File: src/verilog/fetsc_pkg.sv
/*
 * constants, carriers and state types of the fast ethernet transmit symbol coder.
 * assumes a single clock that runs at the symbol bit rate.
 */
package fetsc_pkg;

	// ***************************************
	// widths and counts
	// ***************************************
	localparam int          FETSC_NIB_W      = 4;
	localparam int          FETSC_CG_W       = 5;
	localparam int          FETSC_LFSR_W     = 11;
	localparam int          FETSC_FIFO_DEPTH = 16;
	localparam logic [2:0]  FETSC_BIT_LAST   = 3'h4;
	localparam logic [1:0]  FETSC_SETTLE     = 2'h3;
	localparam int          FETSC_TAP_HI     = 10;
	localparam int          FETSC_TAP_LO     = 8;
	localparam logic [6:0]  FETSC_SEED_LOW   = 7'h7f;

	// ***************************************
	// control code groups and nibbles
	// ***************************************
	localparam logic [4:0]  FETSC_CG_IDLE    = 5'h1f;
	localparam logic [4:0]  FETSC_CG_J       = 5'h18;
	localparam logic [4:0]  FETSC_CG_K       = 5'h11;
	localparam logic [4:0]  FETSC_CG_T       = 5'h0d;
	localparam logic [4:0]  FETSC_CG_R       = 5'h07;
	localparam logic [4:0]  FETSC_CG_HALT    = 5'h04;
	localparam logic [3:0]  FETSC_NIB_PRE    = 4'h5;
	localparam logic [3:0]  FETSC_NIB_ZERO   = 4'h0;

	// ***************************************
	// types
	// ***************************************
	typedef enum logic [2:0] {
		FETSC_TX_IDLE = 3'b000,
		FETSC_TX_J    = 3'b001,
		FETSC_TX_K    = 3'b011,
		FETSC_TX_DATA = 3'b010,
		FETSC_TX_T    = 3'b110,
		FETSC_TX_R    = 3'b111
	} fetsc_tx_state_e;

	typedef enum logic {
		FETSC_RX_HUNT = 1'b0,
		FETSC_RX_DATA = 1'b1
	} fetsc_rx_state_e;

	typedef enum logic [2:0] {
		FETSC_K_DATA, FETSC_K_IDLE, FETSC_K_START, FETSC_K_END,
		FETSC_K_HALT, FETSC_K_BAD
	} fetsc_kind_e;

	typedef struct packed {
		logic       tx_en;
		logic [3:0] nibble;
	} fetsc_tx_word_s;

	typedef struct packed {
		logic       valid;
		logic       dv;
		logic       er;
		logic [3:0] nibble;
	} fetsc_rx_nib_s;

	typedef struct packed {
		fetsc_kind_e kind;
		logic [3:0]  nibble;
	} fetsc_dec_s;

endpackage : fetsc_pkg

File: src/verilog/fetsc_fifo.sv
/*
 * small synchronous fifo with a registered head word.
 * assumes one clock and a synchronous, already synchronised reset.
 */
`timescale 1ns/1ns
module fetsc_fifo #(
	parameter int WIDTH = 5,
	parameter int DEPTH = 16
) (
	input  wire logic             clk_in,
	input  wire logic             rst_n_in,
	input  wire logic [WIDTH-1:0] in_data_in,
	input  wire logic             in_valid_in,
	output logic                  in_ready_out,
	output logic [WIDTH-1:0]      out_data_out,
	output logic                  out_valid_out,
	input  wire logic             out_ready_in
);
	localparam int AW = $clog2(DEPTH);

	logic [WIDTH-1:0] mem_reg [DEPTH];
	logic [AW-1:0]    wr_ptr_reg;
	logic [AW-1:0]    rd_ptr_reg;
	logic [AW:0]      count_reg;
	logic             head_valid_reg;
	logic [WIDTH-1:0] head_reg;
	logic             push;
	logic             load;

	// head register is the read port; the array itself is never read combinationally out
	assign in_ready_out  = (count_reg != (AW+1)'(DEPTH)) && rst_n_in;
	assign push          = in_valid_in && in_ready_out;
	assign load          = (count_reg != '0) && (!head_valid_reg || out_ready_in);
	assign out_valid_out = head_valid_reg;
	assign out_data_out  = head_reg;

	always_ff @(posedge clk_in) begin
		if (push) begin
			mem_reg[wr_ptr_reg] <= in_data_in;
		end
	end

	always_ff @(posedge clk_in) begin
		if (!rst_n_in) begin
			wr_ptr_reg <= '0;
			rd_ptr_reg <= '0;
			count_reg  <= '0;
		end else begin
			if (push) begin
				wr_ptr_reg <= wr_ptr_reg + 1'b1;
			end
			if (load) begin
				rd_ptr_reg <= rd_ptr_reg + 1'b1;
			end
			count_reg <= count_reg + (AW+1)'(push) - (AW+1)'(load);
		end
	end

	always_ff @(posedge clk_in) begin
		if (!rst_n_in) begin
			head_valid_reg <= 1'b0;
			head_reg       <= '0;
		end else if (load) begin
			head_valid_reg <= 1'b1;
			head_reg       <= mem_reg[rd_ptr_reg];
		end else if (out_ready_in) begin
			head_valid_reg <= 1'b0;
		end
	end

endmodule : fetsc_fifo

File: src/verilog/fetsc_coder.sv
/*
 * transmit symbol coder of a 100 mb/s port: 4b5b encode, scramble, nrzi,
 * three-level split, fiber bypass, and the matching receive code decoder.
 * assumes clk_in is the symbol bit clock and the mac feeds nibble words
 * on the same clock through a valid/ready handshake.
 */
`timescale 1ns/1ns
module fetsc_coder #(
	parameter int FIFO_DEPTH = fetsc_pkg::FETSC_FIFO_DEPTH
) (
	input  wire logic                     clk_in,
	input  wire logic                     nrst_in,
	input  wire fetsc_pkg::fetsc_tx_word_s tx_word_in,
	input  wire logic                     tx_valid_in,
	output logic                          tx_ready_out,
	input  wire logic [4:0]               phy_address_strap_in,
	input  wire logic                     fiber_mode_in,
	output logic                          mlt_pos_out,
	output logic                          mlt_neg_out,
	output logic                          fx_nrzi_out,
	input  wire logic                     rx_bit_in,
	output fetsc_pkg::fetsc_rx_nib_s       rx_nib_out
);
	import fetsc_pkg::*;

	// ***************************************
	// code table functions
	// ***************************************
	function automatic logic [4:0] encode_nibble(input logic [3:0] nib);
		logic [4:0] cg;
		cg = FETSC_CG_IDLE;
		case (nib)
			4'h0: cg = 5'h1e;
			4'h1: cg = 5'h09;
			4'h2: cg = 5'h14;
			4'h3: cg = 5'h15;
			4'h4: cg = 5'h0a;
			4'h5: cg = 5'h0b;
			4'h6: cg = 5'h0e;
			4'h7: cg = 5'h0f;
			4'h8: cg = 5'h12;
			4'h9: cg = 5'h13;
			4'ha: cg = 5'h16;
			4'hb: cg = 5'h17;
			4'hc: cg = 5'h1a;
			4'hd: cg = 5'h1b;
			4'he: cg = 5'h1c;
			default: cg = 5'h1d;
		endcase
		return cg;
	endfunction : encode_nibble

	function automatic fetsc_dec_s decode_group(input logic [4:0] cg);
		fetsc_dec_s d;
		d.kind   = FETSC_K_DATA;
		d.nibble = FETSC_NIB_ZERO;
		case (cg)
			5'h1e: d.nibble = 4'h0;
			5'h09: d.nibble = 4'h1;
			5'h14: d.nibble = 4'h2;
			5'h15: d.nibble = 4'h3;
			5'h0a: d.nibble = 4'h4;
			5'h0b: d.nibble = 4'h5;
			5'h0e: d.nibble = 4'h6;
			5'h0f: d.nibble = 4'h7;
			5'h12: d.nibble = 4'h8;
			5'h13: d.nibble = 4'h9;
			5'h16: d.nibble = 4'ha;
			5'h17: d.nibble = 4'hb;
			5'h1a: d.nibble = 4'hc;
			5'h1b: d.nibble = 4'hd;
			5'h1c: d.nibble = 4'he;
			5'h1d: d.nibble = 4'hf;
			FETSC_CG_IDLE: d.kind = FETSC_K_IDLE;
			FETSC_CG_J, FETSC_CG_K: begin
				d.kind   = FETSC_K_START;
				d.nibble = FETSC_NIB_PRE;
			end
			FETSC_CG_T, FETSC_CG_R: d.kind = FETSC_K_END;
			FETSC_CG_HALT: d.kind = FETSC_K_HALT;
			default: d.kind = FETSC_K_BAD;
		endcase
		return d;
	endfunction : decode_group

	// ***************************************
	// reset release and pin synchronisers
	// ***************************************
	logic [1:0] rst_sync_reg;
	logic       rst_n;
	logic [4:0] strap_meta_reg;
	logic [4:0] strap_sync_reg;
	logic       fiber_meta_reg;
	logic       fiber_reg;
	logic       rx_meta_reg;
	logic       rx_sync_reg;

	always_ff @(posedge clk_in or negedge nrst_in) begin
		if (!nrst_in) begin
			rst_sync_reg <= 2'h0;
		end else begin
			rst_sync_reg <= {rst_sync_reg[0], 1'b1};
		end
	end
	assign rst_n = rst_sync_reg[1];

	always_ff @(posedge clk_in) begin
		strap_meta_reg <= phy_address_strap_in;
		strap_sync_reg <= strap_meta_reg;
		fiber_meta_reg <= fiber_mode_in;
		fiber_reg      <= fiber_meta_reg;
		rx_meta_reg    <= rx_bit_in;
		rx_sync_reg    <= rx_meta_reg;
	end

	// ***************************************
	// transmit nibble buffer
	// ***************************************
	fetsc_tx_word_s head;
	logic           head_valid;
	logic           tx_pop;

	fetsc_fifo #(
		.WIDTH ($bits(fetsc_tx_word_s)),
		.DEPTH (FIFO_DEPTH)
	) u_tx_fifo (
		.clk_in        (clk_in),
		.rst_n_in      (rst_n),
		.in_data_in    (tx_word_in),
		.in_valid_in   (tx_valid_in),
		.in_ready_out  (tx_ready_out),
		.out_data_out  (head),
		.out_valid_out (head_valid),
		.out_ready_in  (tx_pop)
	);

	// ***************************************
	// transmit framing state machine
	// ***************************************
	fetsc_tx_state_e tx_state_reg;
	fetsc_tx_state_e tx_state_next;
	logic [2:0]      bit_cnt_reg;
	logic [4:0]      shift_reg;
	logic [4:0]      cg_next;
	logic            boundary;
	logic            head_en;
	logic            head_gap;

	assign boundary = (bit_cnt_reg == FETSC_BIT_LAST);
	assign head_en  = head_valid && head.tx_en;
	assign head_gap = head_valid && !head.tx_en;

	// groups are chosen only at the last bit of the current group, so the
	// fifo is drained at one nibble per five clocks and stalls the mac otherwise
	always_comb begin
		tx_state_next = tx_state_reg;
		cg_next       = FETSC_CG_IDLE;
		tx_pop        = 1'b0;
		case (tx_state_reg)
			FETSC_TX_J: begin
				cg_next       = FETSC_CG_K;
				tx_pop        = head_en;
				tx_state_next = FETSC_TX_K;
			end
			FETSC_TX_K, FETSC_TX_DATA: begin
				if (head_en) begin
					cg_next       = encode_nibble(head.nibble);
					tx_pop        = 1'b1;
					tx_state_next = FETSC_TX_DATA;
				end else if (head_gap) begin
					cg_next       = FETSC_CG_T;
					tx_pop        = 1'b1;
					tx_state_next = FETSC_TX_T;
				end else begin
					// mac underran mid frame: mark the hole instead of faking data
					cg_next       = FETSC_CG_HALT;
					tx_state_next = FETSC_TX_DATA;
				end
			end
			FETSC_TX_T: begin
				cg_next       = FETSC_CG_R;
				tx_state_next = FETSC_TX_R;
			end
			default: begin
				if (head_en) begin
					cg_next       = FETSC_CG_J;
					tx_pop        = 1'b1;
					tx_state_next = FETSC_TX_J;
				end else begin
					cg_next       = FETSC_CG_IDLE;
					tx_pop        = head_gap;
					tx_state_next = FETSC_TX_IDLE;
				end
			end
		endcase
		if (!boundary) begin
			tx_pop        = 1'b0;
			tx_state_next = tx_state_reg;
		end
	end

	always_ff @(posedge clk_in) begin
		if (!rst_n) begin
			tx_state_reg <= FETSC_TX_IDLE;
		end else begin
			tx_state_reg <= tx_state_next;
		end
	end

	always_ff @(posedge clk_in) begin
		if (!rst_n) begin
			bit_cnt_reg <= 3'h0;
			shift_reg   <= FETSC_CG_IDLE;
		end else if (boundary) begin
			bit_cnt_reg <= 3'h0;
			shift_reg   <= cg_next;
		end else begin
			bit_cnt_reg <= bit_cnt_reg + 3'h1;
			shift_reg   <= {shift_reg[3:0], 1'b1};
		end
	end

	// ***************************************
	// scrambler
	// ***************************************
	logic [10:0] lfsr_reg;
	logic [1:0]  settle_reg;
	logic        code_bit;
	logic        scr_bit;
	logic        line_bit;

	// seed waits for the strap synchroniser to fill after reset release
	always_ff @(posedge clk_in) begin
		if (!rst_n) begin
			settle_reg <= 2'h0;
			lfsr_reg   <= {4'h0, FETSC_SEED_LOW};
		end else if (settle_reg != FETSC_SETTLE) begin
			settle_reg <= settle_reg + 2'h1;
			lfsr_reg   <= {strap_sync_reg[4:1], FETSC_SEED_LOW};
		end else begin
			lfsr_reg <= {lfsr_reg[9:0],
				lfsr_reg[FETSC_TAP_HI] ^ lfsr_reg[FETSC_TAP_LO]};
		end
	end

	assign code_bit = shift_reg[4];
	assign scr_bit  = code_bit ^ lfsr_reg[FETSC_TAP_HI];
	assign line_bit = fiber_reg ? code_bit : scr_bit;

	// ***************************************
	// nrzi and three-level split
	// ***************************************
	logic [1:0] mlt_phase_reg;
	logic       nrzi_reg;
	logic       pos_reg;
	logic       neg_reg;
	logic       fx_reg;
	logic [1:0] mlt_phase_next;
	logic       nrzi_next;

	assign nrzi_next      = nrzi_reg ^ line_bit;
	assign mlt_phase_next = (nrzi_next != nrzi_reg) ? mlt_phase_reg + 2'h1 : mlt_phase_reg;

	always_ff @(posedge clk_in) begin
		if (!rst_n) begin
			nrzi_reg      <= 1'b0;
			mlt_phase_reg <= 2'h0;
		end else begin
			nrzi_reg      <= nrzi_next;
			mlt_phase_reg <= mlt_phase_next;
		end
	end

	// each nrzi transition steps 0, +, 0, -, so ones alternate between streams
	always_ff @(posedge clk_in) begin
		if (!rst_n) begin
			pos_reg <= 1'b0;
			neg_reg <= 1'b0;
			fx_reg  <= 1'b0;
		end else begin
			pos_reg <= !fiber_reg && (mlt_phase_next == 2'h1);
			neg_reg <= !fiber_reg && (mlt_phase_next == 2'h3);
			fx_reg  <= fiber_reg && nrzi_next;
		end
	end

	assign mlt_pos_out = pos_reg;
	assign mlt_neg_out = neg_reg;
	assign fx_nrzi_out = fx_reg;

	// ***************************************
	// receive alignment and decode
	// ***************************************
	fetsc_rx_state_e rx_state_reg;
	logic [9:0]      rx_win_reg;
	logic            rx_prev_reg;
	logic [2:0]      rx_cnt_reg;
	logic            rx_pend_reg;
	logic            rx_idle_reg;
	fetsc_rx_nib_s   rx_reg;
	logic            rx_nrz;
	logic [4:0]      rx_group;
	fetsc_dec_s      rx_dec;

	// no descrambler here: the serial input is nrzi of unscrambled code
	assign rx_nrz   = rx_sync_reg ^ rx_prev_reg;
	assign rx_group = {rx_win_reg[3:0], rx_nrz};
	assign rx_dec   = decode_group(rx_group);

	always_ff @(posedge clk_in) begin
		if (!rst_n) begin
			rx_prev_reg <= rx_sync_reg;
			rx_win_reg  <= 10'h000;
		end else begin
			rx_prev_reg <= rx_sync_reg;
			rx_win_reg  <= {rx_win_reg[8:0], rx_nrz};
		end
	end

	always_ff @(posedge clk_in) begin
		if (!rst_n) begin
			rx_state_reg <= FETSC_RX_HUNT;
			rx_cnt_reg   <= 3'h0;
			rx_pend_reg  <= 1'b0;
			rx_idle_reg  <= 1'b0;
			rx_reg       <= '0;
		end else begin
			rx_reg.valid <= 1'b0;
			rx_pend_reg  <= 1'b0;
			if (rx_pend_reg) begin
				rx_reg.valid  <= 1'b1;
				rx_reg.nibble <= FETSC_NIB_PRE;
			end
			if (rx_state_reg == FETSC_RX_HUNT) begin
				rx_reg.dv <= 1'b0;
				if ({rx_win_reg[8:0], rx_nrz} == {FETSC_CG_J, FETSC_CG_K}) begin
					rx_reg.er     <= 1'b0;
					rx_state_reg  <= FETSC_RX_DATA;
					rx_cnt_reg    <= 3'h0;
					rx_idle_reg   <= 1'b0;
					rx_pend_reg   <= 1'b1;
					rx_reg.valid  <= 1'b1;
					rx_reg.dv     <= 1'b1;
					rx_reg.nibble <= FETSC_NIB_PRE;
				end
			end else if (rx_cnt_reg != FETSC_BIT_LAST) begin
				rx_cnt_reg <= rx_cnt_reg + 3'h1;
			end else begin
				rx_cnt_reg    <= 3'h0;
				rx_reg.valid  <= 1'b1;
				rx_reg.dv     <= 1'b1;
				rx_reg.er     <= 1'b0;
				rx_reg.nibble <= rx_dec.nibble;
				rx_idle_reg   <= 1'b0;
				case (rx_dec.kind)
					FETSC_K_DATA: rx_reg.er <= 1'b0;
					FETSC_K_END: begin
						// second end group closes the frame
						if (rx_group == FETSC_CG_R) begin
							rx_state_reg <= FETSC_RX_HUNT;
						end
					end
					FETSC_K_IDLE: begin
						// idle in data is invalid; two in a row drop back to hunting
						rx_reg.er     <= 1'b1;
						rx_reg.nibble <= FETSC_NIB_ZERO;
						rx_idle_reg   <= 1'b1;
						if (rx_idle_reg) begin
							rx_state_reg <= FETSC_RX_HUNT;
						end
					end
					default: begin
						rx_reg.er     <= 1'b1;
						rx_reg.nibble <= FETSC_NIB_ZERO;
					end
				endcase
			end
		end
	end

	assign rx_nib_out = rx_reg;

endmodule : fetsc_coder

File: config.mk
export PLATFORM = sky130hd
export DESIGN_NAME = fetsc_coder
export DESIGN_NICKNAME = d
export VERILOG_FILES = /design/src/verilog/fetsc_pkg.sv /design/src/verilog/fetsc_fifo.sv /design/src/verilog/fetsc_coder.sv
export SDC_FILE = /design/constraint.sdc
export NUM_CORES = 1
export LEC_CHECK = 0
export BUFFER_PORTS_ARGS = -buffer_cell sky130_fd_sc_hd__buf_2
export CAP_MARGIN = 25
export CORE_ASPECT_RATIO = 0.6
export CORE_UTILIZATION = 60
export DETAILED_ROUTE_END_ITERATION = 10
export GPL_TIMING_DRIVEN = 0
export PLACE_DENSITY = 0.85
export SLEW_MARGIN = 20
export SYNTH_ARGS = -nofsm -noshare
export SYNTH_HDL_FRONTEND = slang
export SYNTH_SLANG_ARGS = --single-unit
export TNS_END_PERCENT = 100
File: constraint.sdc
create_clock -name clk_in -period 3.9 [get_ports clk_in]
set_input_delay 0.585 -clock clk_in [delete_from_list [all_inputs] [get_ports clk_in]]
set_output_delay 0.585 -clock clk_in [all_outputs]
set_load 0.02 [all_outputs]
[Yosys cells after proc, flatten, opt, wreduce, memory -nomap -nowiden]
Memories as Yosys holds them, arrays and structs flattened. A register that Yosys moved wholly into a read port is not among the register bits.
Index checks and enable logic that the tools add are counted.
Operators by class
  mux-type cells: 43
  equal/unequal tests: 37
  reduce and logical (&&, ||, !) cells: 28
  bitwise operators: 5
  add/sub/neg operators: 8
Operators with widths (count)
  $eq 5x5->1 const B: 14
  $pmux 4 s15: 1
  $eq 5x4->1 const B: 6
  $mux 1: 21
  $mux 7: 3
  $mux 3: 6
  $reduce_or 16->1: 1
  $pmux 3 s5: 1
  $pmux 5 s3: 1
  $reduce_or 2->1: 7
  $mux 4: 3
  $mux 11: 1
  $eq 10x10->1 const B: 1
  $eq 5x3->1 const B: 2
  $mux 5: 2
  $eq 3x2->1 const B: 3
  $pmux 3 s3: 1
  $add 4x1->4 const B: 2
  $logic_and 1x1->1: 8
  $add 3x1->3 const B: 2
  $eq 3x1->1 const B: 2
  $eq 3x3->1 const B: 2
  $add 5x1->5: 1
  $ne 5x5->1 const B: 1
  19 further kinds: 29
Word-level totals
  logic and storage cells: 156
  register bits: 83
  memories kept: 2
  RAM bits: 80
  output and inout port bits: 11
  memory bits (read-only): 80
Memory list
  (name not given): depth 16, width 5, read ports 1, clocked after Yosys merged registers in 0, write ports 0, line fetsc_coder.sv:32  | case (nib)
  u_tx_fifo.mem_reg: depth 16, width 5, read ports 1, clocked after Yosys merged registers in 1, write ports 1, line fetsc_fifo.sv:21  | logic [WIDTH-1:0] mem_reg [DEPTH];

[Depth between registers and ports, before layout]
  depth after elaboration: 9
  gate-level depth with buffers: 14

[Modules after synthesis]
From an unflattened synthesis, not the netlist that was laid out.
Second synthesis, totals
  cell total of the unflattened synthesis: 501
  area total of the unflattened synthesis: 6626.4 sq um
Modules (own cells, without submodules)
  fetsc_fifo: cells each 240, area each 4080.2 sq um, times used 1
  fetsc_coder: cells each 261, area each 2546.2 sq um, times used 1

[Worst setup path before layout]
Ideal clock, no wire load.
  path kind: register to register
  start point: reg u_tx_fifo.count_reg[3]
  end point: reg u_tx_fifo.count_reg[4]
  required time: 3.829 ns
  arrival time: 2.745 ns
  setup time: 0.071 ns
  stages on the path, launching flop included: 15
  path slack: 1.084 ns
  cells stage by stage: dfxtp_1 inv_1 ha_1 nor4b_1 inv_1 and2_1 buf_2 ha_1 inv_1 ha_1 fa_1 a21oi_1 nor2_1 or3_1 a21oi_1
RTL lines
  start: declaration: line fetsc_fifo.sv:24  | logic [AW:0] count_reg;
  start signal: assignment: line fetsc_fifo.sv:55  | count_reg <= count_reg + (AW+1)'(push) - (AW+1)'(load);
  $reduce_bool 5->1: line fetsc_fifo.sv:33  | assign load = (count_reg != '0) && (!head_valid_reg || out_ready_in);
  $logic_and 1x1->1: line fetsc_fifo.sv:33
  net u_tx_fifo.load: line fetsc_fifo.sv:28  | logic load;
  $sub 5x1->5: line fetsc_fifo.sv:55
The timed path passes the listed nets, and every way through them passes these cells.
A chain may end at the register's enable or synchronous reset.

[Worst setup path in the final report]
  start point: reg u_tx_fifo.count_reg[2]
  end point: reg u_tx_fifo.count_reg[4]
The elaborated chain is that of the path after synthesis.

==> results.py <==
metrics = {
    "outcome": {
        "outcome": "finished, final reports clean",
    },
    "drt": {
        "drt-total-wl_mm": 13.3,
        "drt_pass1_iterations": 5,
        "ant_nets": 0,
        "detail_route.iter0.violations": 466,
        "viasPerCell": 5.90,
        "vias": 4144,
        "post_drt_wl_per_cell_um": 19.0,
        "drc_errors": 0,
    },
    "yosys": {
        "synth_top_cell_by_area": "edfxtp_1",
        "syn_nets": 538,
        "yosysSeqAreaShare": 0.635,
        "syn_area_per_cell_sq_um": 12.9,
        "synth_area_leaders": "edfxtp_1, dfxtp_1, mux4_2",
        "synth_warnings": 0,
        "synth_top_cell_area_share": 0.369,
        "ys_ff_latch": 166,
        "synth_flop_cell": "dfxtp_1",
        "ys_async_sr_fraction": 0.0120,
        "postSynthCellCount": 506,
        "synth_edf_count": 80,
        "ys_types": 52,
        "synth_area_sq_mm": 0.00651,
    },
    "placement": {
        "port_buffers": 24,
        "placed_cells": 669,
        "placed_area_sq_mm": 0.00680,
        "dp.final_hpwl_mm": 8.94,
        "finalWeightedCongestion": 0.901,
        "place_ws_ns": 0.804,
    },
    "power": {
        "power_frac_clock": 0.360,
        "p_seq_frac": 0.460,
        "power.internal_uw": 3180,
        "ir_worst_vdd_v": 0.000412,
        "p_leak_uw": 0.00263,
        "p_comb_frac": 0.181,
        "p_sw_frac": 0.278,
        "switchingPower_uw": 1220,
        "cellPowerDensity_mw_per_mm2": 597,
    },
    "timing": {
        "tns_ns": 0,
        "final.setup.worst_slack_ns": 0.658,
        "setup_viol": 0,
        "rsz0062_at_grt": "no",
        "period_share": 0.831,
        "slew_viol_final": 0,
        "tightest_slew_ns": 0.943,
        "relSlewSlack": 0.366,
        "max_freq_mhz": 308,
        "fin_skew_ns": 0.00720,
        "hold_viol": 0,
        "min_period_ns": 3.24,
    },
    "layout": {
        "final_common_cell": "dfxtp_1",
        "largest_reg_flops": 80,
        "nets": 582,
        "final_cells": 702,
        "drive_gt1_frac": 0.167,
        "syn2layout_area_growth_pct": 13.4,
        "fin_util": 0.699,
        "design_area_sq_mm": 0.00738,
        "antenna_cells": 0,
        "final_cell_mix": "dfxtp_1, edfxtp_1, nor2_1",
    },
    "cts": {
        "clock_sinks": 166,
        "cts_buffers": 17,
        "cts_buffer_depth": 2,
        "cts_tree": "done",
        "clkTransAtPathRegs_ns": 0.07,
        "h-tree-depth": 4,
        "ctsRootBufferMaster": "clkbuf_16",
        "clk_latency_ns": 0.42,
        "post-cts-setup-buffers": 0,
    },
    "critical_path": {
        "crit_chain": "inv_1, ha_1, nor4b_1, inv_1, and2_1, buf_2, ha_1, inv_1, ha_1, fa_1, a21oi_1, nor2_1, or3_1, a21oi_1",
        "critPathRequiredTime_ns": 4.25,
        "slowest_delay_ns": 0.41,
        "cp.arrival_ns": 3.59,
        "cpMaxStageDelayCell": "fa_1",
        "worst-path-max-fanout": 10,
        "cp-start-kind": "flop",
        "end_kind": "flop",
        "path_class": "reg -> reg",
    },
    "hold_path": {
        "hold_path.class": "in -> reg",
    },
    "global_route": {
        "antenna_found_initial": 0,
        "grt_max_degree": 17,
        "grt_use_total": 0.255,
        "grt_overflow": 0,
        "grt_pass1_vias": 3894,
        "grt_pass1_wl_mm": 20.5,
    },
    "die": {
        "ios": 26,
        "die_area_sq_mm": 0.0113,
        "start_util": 0.616,
        "rows": 29,
        "die_width_um": 136,
        "core_sq_mm": 0.0106,
        "dieHeight_um": 82.7,
    },
    "flow_run": {
        "drv_cap": 0,
    },
}
-- cells in the mapped netlist, types with 10 or more instances --
master,instances
a21oi_1,18
and2_1,13
and3_1,10
clkbuf_1,18
dfxtp_1,84
edfxtp_1,80
ha_1,16
inv_1,20
mux4_2,20
nand2_1,35
nor2_1,53
nor3_1,11
o21ai_0,12
xnor2_1,12
-- logic make-up (layout without fill, tap and decap cells) --
logic type,after synthesis,count (layout),share of synthesized area
flip-flops,166,166,0.635
AND/OR/NAND/NOR,162,162,0.124
AO/OA/AOI/OAI,64,64,0.0665
buffers and inverters,47,104,0.0302
multiplexers,29,29,0.0830
XOR/XNOR,20,20,0.0269
adder cells (fa/ha/maj),17,17,0.0338
other,1,1,0.000576
-- power by group through the flow --
| stage | sequential, uW | clock [uW] | combinational (uW) |
|---|---|---|---|
| after global routing | 2030 | 1670 | 872 |
| after CTS | 2020 | 1590 | 795 |
| after detailed placement | 2050 | 0 | 767 |
| after global placement | 2040 | 0 | 724 |
| final | 2020 | 1580 | 795 |
| after floorplan | 2030 | 0 | 589 |
-- path summary, 6_finish.rpt --
path,slack (ns),to,startpoint,cells after the start
worst max-delay path,0.66,u_tx_fifo.count_reg[4]$_SDFF_PN0_,u_tx_fifo.count_reg[2]$_SDFF_PN0_,14
worst min-delay path,0.26,fiber_meta_reg$_DFF_P_,fiber_mode_in,1
worst max register to register,0.66,u_tx_fifo.count_reg[4]$_SDFF_PN0_,u_tx_fifo.count_reg[2]$_SDFF_PN0_,14
worst min register to register,0.33,strap_sync_reg[3]$_DFF_P_,strap_meta_reg[3]$_DFF_P_,0
max in group asynchronous,3.32,rst_sync_reg[1]$_DFF_PN0_,nrst_in,2
min in group asynchronous,0.48,rst_sync_reg[0]$_DFF_PN0_,nrst_in,2
-- critical path, delay by kind of cell (launching register included) --
family | cells | cell delay, ns
AOI/OAI and AO/OA | 2 | 0.31
adders and majority gates | 4 | 1.13
buffers and inverters | 4 | 0.44
DFF | 1 | 0.32
and+or+nand+nor | 4 | 0.98
-- cell type report --
| type | count | area, sq um |
|---|---|---|
| flip-flops and latches | 166 | 4130 |
| fillers | 668 | 3180 |
| multi-input cells | 293 | 2180 |
| clock buffers | 20 | 479 |
| well taps | 139 | 174 |
| repair buffers | 25 | 130 |
| plain buffers | 26 | 118 |
| clock inverters | 12 | 86.3 |
| inverters | 21 | 78.8 |
-- per-layer routing --
| metal | GRT usage | part of all wire | vias up | routed length, um |
|---|---|---|---|---|
| li1 | - | - | 1915 | - |
| met5 | 0 | 0 | - | 0 |
| met2 | 0.388 | 0.46 | 171 | 6150 |
| met3 | 0.0531 | 0.073 | 19 | 976 |
| met4 | 0.0878 | 0.012 | 0 | 155 |
| met1 | 0.366 | 0.45 | 2039 | 6020 |
-- metrics by stage --
stage               power [uW]  hold WS, ns
floorplan                 2620        0.289
detailed placement        2820        0.315
global route              4570        0.255
global placement          2770        0.311
CTS                       4410        0.250
finish                    4400        0.260
-- timing repair --
item,CTS,global route
hold buffers,1,0
resized for setup,0,0
endpoints found under the hold margin,2,0
Note: power is estimated with default switching activity, not from simulation.
